--- src/design/aup_pkg.sv ---
// shared constants for the audio port bit and frame clock generator
package aup_pkg;
    localparam int NPORT = 3;
    localparam longint CLK_HZ = 64'd100_000_000;
    localparam int IDXW = 14;
    localparam int NCODE = 19;
    localparam logic [4:0] FREQ_MAX = 5'h12;
    // register indices; the byte address is four times the index
    localparam logic [IDXW-1:0] IDX_CTRL [NPORT] = '{14'h0500, 14'h0540, 14'h0580};
    localparam logic [IDXW-1:0] IDX_DIV [NPORT] = '{14'h0506, 14'h0546, 14'h0586};
    localparam logic [IDXW-1:0] IDX_MODE [NPORT] = '{14'h050F, 14'h054F, 14'h058F};
    localparam logic [IDXW-1:0] IDX_FAMILY = 14'h0600;
    // fields and reset values
    localparam int FREQ_W = 5;
    localparam int BCPF_W = 13;
    localparam int RATE_W = 4;
    localparam int MODE_MASTER_BIT = 4;
    localparam int MODE_ASYNC_BIT = 8;
    localparam int MODE_FAM_BIT = 9;
    localparam int FAM_SYS_BIT = 0;
    localparam int FAM_ASYNC_BIT = 1;
    localparam logic [FREQ_W-1:0] FREQ_RST = 5'h0C;
    localparam logic [BCPF_W-1:0] BCPF_RST = 13'h0040;
    localparam logic [RATE_W-1:0] RATE_RST = 4'h0;
    localparam logic [RATE_W-1:0] RATE_ASYNC_MIN = 4'h8;
    // bit clock table in Hz, by selector code
    localparam longint FREQ48_HZ [NCODE] = '{0, 0, 64000, 96000, 128000, 192000, 256000,
        384000, 512000, 768000, 1024000, 1536000, 2048000, 3072000, 4096000, 6144000,
        8192000, 12288000, 24576000};
    localparam longint FREQ44_HZ [NCODE] = '{0, 0, 58800, 88200, 117600, 176400, 235200,
        352800, 470400, 705600, 940800, 1411200, 1881600, 2822400, 3763200, 5644800,
        7526400, 11289600, 22579200};

    // phase step that toggles the bit clock twice per period
    function automatic logic [31:0] step_of(input longint hz);
        longint s;
        s = (hz * 64'd2 * 64'h1_0000_0000) / CLK_HZ;
        return s[31:0];
    endfunction : step_of
endpackage : aup_pkg

--- src/design/aup_bclk_frame_gen.sv ---
// apb register file and three audio port clock generators
`timescale 1ns/1ps
module aup_bclk_frame_gen (
    input wire logic clk_sys, // system clock, 100 MHz
    input wire logic rst_n, // async reset, active low
    input wire logic psel, // apb select
    input wire logic penable, // apb enable
    input wire logic pwrite, // apb direction
    input wire logic [15:0] paddr, // apb byte address
    input wire logic [31:0] pwdata, // apb write data
    output logic [31:0] prdata, // apb read data
    output logic pready, // apb ready
    output logic pslverr, // apb error, unmapped address
    output logic [2:0] bclk, // bit clock per port
    output logic [2:0] lrclk, // frame clock per port
    output logic [2:0] clk_oe // clocks driven (master) per port
);
    localparam int NP = aup_pkg::NPORT;

    // decode of the current transfer
    logic [aup_pkg::IDXW-1:0] idx;
    logic wr_go;
    logic fam_hit;
    logic any_hit;
    logic [NP-1:0] ctrl_hit;
    logic [NP-1:0] div_hit;
    logic [NP-1:0] mode_hit;
    logic [NP-1:0] ctrl_wr;
    logic [NP-1:0] div_wr;
    logic [NP-1:0] mode_wr;
    // per-port status and read words gathered from the port blocks
    logic [NP-1:0] use_async;
    logic [NP-1:0] use_44k;
    logic [NP-1:0] master_q;
    logic [31:0] port_word [NP];
    logic [31:0] rd_word;
    // shared family bits and the apb response
    logic [1:0] fam_reg;
    logic [1:0] fam_next;
    logic [31:0] rdata_reg;
    logic [31:0] rdata_next;
    logic ready_reg;
    logic ready_next;
    logic err_reg;
    logic err_next;

    // paddr[1:0] are ignored: every register is one aligned word
    assign idx = paddr[15:2];
    // a write lands only at the edge that completes the access phase
    assign wr_go = psel && penable && ready_reg && pwrite;
    assign fam_hit = (idx == aup_pkg::IDX_FAMILY);
    assign any_hit = fam_hit || (|ctrl_hit) || (|div_hit) || (|mode_hit);

    for (genvar p = 0; p < NP; p++) begin : g_port
        logic [4:0] freq_reg;
        logic [4:0] freq_next;
        logic [12:0] bcpf_reg;
        logic [12:0] bcpf_next;
        logic [3:0] rate_reg;
        logic [3:0] rate_next;
        logic master_reg;
        logic master_next;
        logic [31:0] word;

        assign ctrl_hit[p] = (idx == aup_pkg::IDX_CTRL[p]);
        assign div_hit[p] = (idx == aup_pkg::IDX_DIV[p]);
        assign mode_hit[p] = (idx == aup_pkg::IDX_MODE[p]);
        assign ctrl_wr[p] = wr_go && ctrl_hit[p];
        assign div_wr[p] = wr_go && div_hit[p];
        assign mode_wr[p] = wr_go && mode_hit[p];

        assign use_async[p] = (rate_reg >= aup_pkg::RATE_ASYNC_MIN);
        // the domain only picks the family bit; both domains run on clk_sys here
        assign use_44k[p] = use_async[p] ? fam_reg[aup_pkg::FAM_ASYNC_BIT]
                                         : fam_reg[aup_pkg::FAM_SYS_BIT];

        always_comb begin
            freq_next = freq_reg;
            bcpf_next = bcpf_reg;
            rate_next = rate_reg;
            master_next = master_reg;
            if (ctrl_wr[p]) begin
                freq_next = pwdata[4:0];
            end
            // no clamp: a divisor below 8 still counts, keeping it in range is up to software
            if (div_wr[p]) begin
                bcpf_next = pwdata[12:0];
            end
            // the status bits of the mode word are read-only and ignore writes
            if (mode_wr[p]) begin
                rate_next = pwdata[3:0];
                master_next = pwdata[aup_pkg::MODE_MASTER_BIT];
            end
        end

        always_ff @(posedge clk_sys or negedge rst_n) begin
            if (!rst_n) begin
                freq_reg <= aup_pkg::FREQ_RST;
                bcpf_reg <= aup_pkg::BCPF_RST;
                rate_reg <= aup_pkg::RATE_RST;
                master_reg <= 1'b0;
            end else begin
                freq_reg <= freq_next;
                bcpf_reg <= bcpf_next;
                rate_reg <= rate_next;
                master_reg <= master_next;
            end
        end

        // read word of this port; zero unless one of its registers is addressed
        always_comb begin
            word = 32'h0000_0000;
            if (ctrl_hit[p]) begin
                word = {27'd0, freq_reg};
            end
            if (div_hit[p]) begin
                word = {19'd0, bcpf_reg};
            end
            if (mode_hit[p]) begin
                word[aup_pkg::RATE_W-1:0] = rate_reg;
                word[aup_pkg::MODE_MASTER_BIT] = master_reg;
                word[aup_pkg::MODE_ASYNC_BIT] = use_async[p];
                word[aup_pkg::MODE_FAM_BIT] = use_44k[p];
            end
        end

        assign port_word[p] = word;
        assign master_q[p] = master_reg;

        // a new code or family acts on the running phase, so the frame is not restarted
        aup_clk_gen u_gen (
            .clk_sys(clk_sys),
            .rst_n(rst_n),
            .freq_sel(freq_reg),
            .fam_44k(use_44k[p]),
            .bcpf(bcpf_reg),
            .master(master_reg),
            .bclk(bclk[p]),
            .lrclk(lrclk[p])
        );
    end

    // the two family bits are shared by all ports: one per clock domain
    always_comb begin
        fam_next = fam_reg;
        if (wr_go && fam_hit) begin
            fam_next = pwdata[1:0];
        end
    end

    always_ff @(posedge clk_sys or negedge rst_n) begin
        if (!rst_n) begin
            fam_reg <= 2'b00;
        end else begin
            fam_reg <= fam_next;
        end
    end

    // read mux: the indices are distinct, so at most one port word is non-zero
    always_comb begin
        rd_word = fam_hit ? {30'd0, fam_reg} : 32'h0000_0000;
        for (int p = 0; p < NP; p++) begin
            rd_word = rd_word | port_word[p];
        end
    end

    // ready: one wait state, then high for a single cycle
    always_comb begin
        ready_next = psel && penable && !ready_reg;
    end

    always_ff @(posedge clk_sys or negedge rst_n) begin
        if (!rst_n) begin
            ready_reg <= 1'b0;
        end else begin
            ready_reg <= ready_next;
        end
    end

    // read data stands with pready; writes and unmapped indices read as zero
    always_comb begin
        rdata_next = 32'h0000_0000;
        if (!pwrite && any_hit) begin
            rdata_next = rd_word;
        end
    end

    always_ff @(posedge clk_sys or negedge rst_n) begin
        if (!rst_n) begin
            rdata_reg <= 32'h0000_0000;
        end else begin
            rdata_reg <= rdata_next;
        end
    end

    // the error flag rides in the same cycle as pready
    always_comb begin
        err_next = ready_next && !any_hit;
    end

    always_ff @(posedge clk_sys or negedge rst_n) begin
        if (!rst_n) begin
            err_reg <= 1'b0;
        end else begin
            err_reg <= err_next;
        end
    end

    assign prdata = rdata_reg;
    assign pready = ready_reg;
    assign pslverr = err_reg;
    assign clk_oe = master_q;
endmodule : aup_bclk_frame_gen

--- src/design/aup_clk_gen.sv ---
// per-port bit clock and frame clock generator
`timescale 1ns/1ps
module aup_clk_gen (
    input wire logic clk_sys, // system clock
    input wire logic rst_n, // async reset, active low
    input wire logic [4:0] freq_sel, // bit clock selector
    input wire logic fam_44k, // 44.1 kHz family in use
    input wire logic [12:0] bcpf, // bit clocks per frame
    input wire logic master, // generate clocks
    output logic bclk, // bit clock
    output logic lrclk // frame clock
);
    logic [31:0] step_tab48 [aup_pkg::NCODE];
    logic [31:0] step_tab44 [aup_pkg::NCODE];
    logic [31:0] step;
    logic [31:0] acc_reg, acc_next;
    logic [12:0] cnt_reg, cnt_next;
    logic bclk_reg, bclk_next, lr_reg, lr_next;
    logic [32:0] sum;
    logic [12:0] cnt_inc;

    for (genvar g = 0; g < aup_pkg::NCODE; g++) begin : g_tab
        localparam logic [31:0] S48 = aup_pkg::step_of(aup_pkg::FREQ48_HZ[g]);
        localparam logic [31:0] S44 = aup_pkg::step_of(aup_pkg::FREQ44_HZ[g]);
        assign step_tab48[g] = S48;
        assign step_tab44[g] = S44;
    end

    always_comb begin
        step = 32'h0000_0000;
        // codes 0x00, 0x01 and above 0x12 carry a zero step, so the clock stays parked
        if (freq_sel <= aup_pkg::FREQ_MAX) begin
            step = fam_44k ? step_tab44[freq_sel] : step_tab48[freq_sel];
        end
        sum = {1'b0, acc_reg} + {1'b0, step};
        cnt_inc = (cnt_reg + 13'd1 >= bcpf) ? 13'd0 : cnt_reg + 13'd1;
        acc_next = sum[31:0];
        bclk_next = bclk_reg;
        cnt_next = cnt_reg;
        lr_next = lr_reg;
        if (!master || step == 32'h0000_0000) begin
            acc_next = 32'h0000_0000;
            bclk_next = 1'b0;
            cnt_next = 13'd0;
            lr_next = 1'b0;
        end else if (sum[32]) begin
            bclk_next = ~bclk_reg;
            // frame clock moves on bit clock falling edges; high for the first half
            if (bclk_reg) begin
                cnt_next = cnt_inc;
                lr_next = (cnt_inc < (bcpf >> 1));
            end
        end
    end

    always_ff @(posedge clk_sys or negedge rst_n) begin
        if (!rst_n) begin
            acc_reg <= 32'h0000_0000;
            cnt_reg <= 13'd0;
            bclk_reg <= 1'b0;
            lr_reg <= 1'b0;
        end else begin
            acc_reg <= acc_next;
            cnt_reg <= cnt_next;
            bclk_reg <= bclk_next;
            lr_reg <= lr_next;
        end
    end

    assign bclk = bclk_reg;
    assign lrclk = lr_reg;
endmodule : aup_clk_gen

--- config.mk ---
export PLATFORM = sky130hd
export DESIGN_NAME = aup_bclk_frame_gen
export DESIGN_NICKNAME = d
export VERILOG_FILES = /design/src/design/aup_pkg.sv /design/src/design/aup_bclk_frame_gen.sv /design/src/design/aup_clk_gen.sv
export SDC_FILE = /design/constraint.sdc
export NUM_CORES = 1
export LEC_CHECK = 0
export BUFFER_PORTS_ARGS = -buffer_cell sky130_fd_sc_hd__buf_2
export CORE_UTILIZATION = 53
export CTS_CLUSTER_DIAMETER = 40
export CTS_CLUSTER_SIZE = 20
export DETAILED_ROUTE_END_ITERATION = 8
export PLACE_DENSITY = 0.7
export SLEW_MARGIN = 10
export SYNTH_ARGS = -nofsm -noshare
export SYNTH_HDL_FRONTEND = slang
export SYNTH_HIERARCHICAL = 1
export SYNTH_SLANG_ARGS = --single-unit
--- constraint.sdc ---
create_clock -name clk_sys -period 6.5 [get_ports clk_sys]
set_clock_uncertainty 0.05 [all_clocks]
set_input_delay 0.325 -clock clk_sys [delete_from_list [all_inputs] [get_ports clk_sys]]
set_output_delay 0.325 -clock clk_sys [all_outputs]
set_load 0.05 [all_outputs]
==> flow_summary_export.csv <==
group,metric,value,unit
timing,drv_slew,0,
timing,worst_slew_pin_slew,1.174,ns
timing,fmax,0.1840,GHz
clock_network,cts_made_buffers,46,
clock_network,clk_pin_slew,0.06,ns
global_route,globalRoute.totalOverflow,0,
place,gp_congestion,0.9854,
setup_path,cp.required,6.94,ns
finish,stdcell_count,3179,
timing,setup-tns-final,0,ns
synth,syn_avg_cell_area,8.193,um2
floorplanning,initial_core_util,53.67,%
outcome,status,"finished, final reports clean",
synth,ys_types,114,
synth,yosysSeqAreaShare,26.69,%
synth,ys_ff_latch,227,
floorplanning,die-height,202.6,um
setup_path,cp-end-kind,"register",
synth,synth_top_area_share,25.58,%
synth,ys.warnings.count,6,
synth,syn_inst,2603,
setup_path,start_kind,"register",
clock_network,ctsRootBufferMaster,"clkbuf_16",
place,io_buffer_count,55,
routing,avgViaCountPerCell,6.385,
floorplanning,die_w,202.6,um
routing,totalWireLength,64.93,mm
floorplanning,rows,73,
setup_path,path_buf_inv,2,
global_route,grt_pass1_wl,105.3,mm
clock_network,cts_tree,"built",
timing,finalSetupViolations,0,
floorplanning,dieArea,41040,um2
place,dpl.hpwl,46.78,mm
finish,largest_reg_flops,96,
synth,synthFlopType,"dfrtp_1",
routing,vias,20300,
run,maxCapViolations,0,
timing,rsz0062_at_grt,"no",
finish,drive_gt1_share,10.94,%
synth,synth-async-reset-ratio,100.0,%
clock_network,htreeDepth,2,
pwr,p_leak,10.73,nW
finish,fin_nets,2865,
routing,drc,0,
finish,area_growth,10.29,%
worst_hold_path,worstHoldPathType,"in -> reg",
setup_path,crit_fanout,13,
floorplanning,num_io_pins,96,
timing,period_minus_slack,5.436,ns
timing,hold_viol_final,0,
global_route,grt_max_degree,123,
routing,drtIter0Drc,1914,
place,dp.cells,3080,
timing,relSlewSlack,21.73,%
clock_network,clk_path_buf_depth,3,
synth,synth_edf_count,0,
clock_network,post_cts_buffers,0,
setup_path,path_depth,23,
synth,synth_most_common_cell,"nor2_1",
worst_hold_path,whs_path_depth,2,
synth,synth.area.top_cells,"dfrtp_1 26%, ha_1 11%, a21oi_1 5.1%",
global_route,antenna_found_initial,3,
clock_network,cts.sinks,227,
floorplanning,core_area,39730,um2
setup_path,cp.arrival,5.88,ns
routing,wl_per_cell,20.42,um
global_route,grt_pass1_vias,19540,
synth,synth_top_cell_by_area,"dfrtp_1",
setup_path,cp_slowest_cell,"nor2_1",
setup_path,crit_chain,"ha_1, nand3_1, nor2_1, and3_1, and3_1, xnor2_1, inv_1, ha_1, a21o_1, a211oi_1, nand2_1, o21ai_0, nor2_1, buf_4, nor2_1, ha_1, nand3_1, or2_2, nor3_1, a211oi_1, o221ai_1, or3b_2, a21oi_1",
setup_path,path_class,"reg -> reg",
routing,first_pass_iters,9,
synth,synthTopCellsByCount,"269 x nor2_1, 218 x dfrtp_1, 216 x a21oi_1, 204 x nand2_1, 195 x ha_1",
clock_network,clk_latency,0.60,ns
timing,finalCritPeriodShare,83.63,%
setup_path,cp_top_family,"simple AND/OR/NAND/NOR gates",
setup_path,max_stage_delay,0.65,ns
setup_path,r2r_cells,23,
pwr,power_density,167.1,nW/um2
synth,netlist_area,21330,um2
routing,route.antenna.remaining_nets,0,
global_route,globalRouteTotalUtil,31.59,%
finish,nFillCells,3563,
pwr,ir_worst_vdd,0.2126,mV
cells by family after synthesis:
group           after synthesis  share of synthesized area [%]
buf+inv                     274                          6.031
other cells                   1                        0.01758
fa+ha+maj                   198                          11.72
simple gates                924                          21.57
xor+xnor                    104                          4.271
mux                         115                          5.914
compound gates              760                          23.78
flops                       227                          26.69
per-layer routing:
metal | track usage (%) | wire length [um] | vias to the layer above
li1 | - | - | 9527
met1 | 43.38 | 28560 | 9706
met2 | 49.69 | 29370 | 894
met3 | 5.313 | 4742 | 167
met4 | 11.90 | 2231 | 4
met5 | 0 | 22 | -
power breakdown:
group          internal [mW]  leakage (nW)  switching [mW]
logic                 0.0199          6.80          0.0877
registers               1.42          3.14        0.000456
clock network           1.53         0.795           0.879
placed cells by master (no fill, tap or decap), types with 18 or more instances in the layout:
cell,synthesis,routed
a211oi_1,48,48
a21o_1,60,60
a21oi_1,216,216
a221oi_1,24,24
a22oi_1,20,20
a31oi_1,36,36
and2_1,25,25
and3_1,31,31
buf_2,41,54
buf_4,32,36
clkbuf_16,0,46
conb_1,1,19
dfrtp_1,218,218
ha_1,195,195
inv_1,107,107
mux2_1,31,31
mux2_2,47,47
mux2i_1,36,36
nand2_1,204,204
nand2b_1,56,56
nand3_1,67,67
nand4_1,22,22
nor2_1,269,269
nor2b_1,67,67
nor3_1,75,75
o211ai_1,30,30
o21a_1,18,18
o21ai_0,123,122
o22ai_1,30,30
xnor2_1,48,48
xor2_1,56,56
through the flow:
step | power, mW | hold slack, ns | utilization, % | area, um2 | setup WS [ns]
detailed placement | 1.543 | 0.4043 | 54.87 | 21800 | 1.196
CTS | 3.975 | 0.1020 | 59.18 | 23520 | 1.147
global route | 4.057 | 0.1113 | 59.19 | 23520 | 0.6798
finish | 3.929 | 0.1291 | 59.20 | 23520 | 1.064
floorplan | 1.494 | -0.02059 | - | 21390 | 1.841
global placement | 1.543 | 0.3888 | 54.87 | 21800 | 1.236
worst paths after layout:
check                                           start                     endpoint  slack (ns)
max in group asynchronous                       rst_n  g_port[2].u_gen/cnt_reg[10]        4.83
hold / removal                              pwdata[3]        g_port[2].bcpf_reg[3]        0.13
hold reg to reg                                pready                       pready        0.42
min in group asynchronous                       rst_n  g_port[2].u_gen/acc_reg[29]        0.38
setup reg to reg           g_port[2].u_gen/cnt_reg[0]        g_port[2].u_gen/lrclk        1.06
setup / recovery           g_port[2].u_gen/cnt_reg[0]        g_port[2].u_gen/lrclk        1.06
cell type report:
class	count	area [um2]	area share [%]
timing repair buffer	103	685.7	2.915
multi-input combinational	2120	14440	61.40
clock inverter	27	294.0	1.250
inverter	116	435.4	1.851
sequential	227	5692	24.20
clock buffer	59	1310	5.570
tap	525	656.9	2.793
antenna	2	5.005	0.02128
worst register-to-register path, delay by kind of cell (launching register included):
family | cells | cell delay [ns]
simple gates | 11 | 2.43
buf+inv | 2 | 0.40
xor+xnor | 1 | 0.19
compound gates | 6 | 0.92
flops | 1 | 0.47
fa+ha+maj | 3 | 0.88
timing repair:
item                                   4_1_cts  5_1_grt
gates resized for setup                      0        0
endpoints found under the hold margin      130        0
setup endpoints to repair                    0        0
hold buffers                                11        0
(Power assumes the default switching activity.)
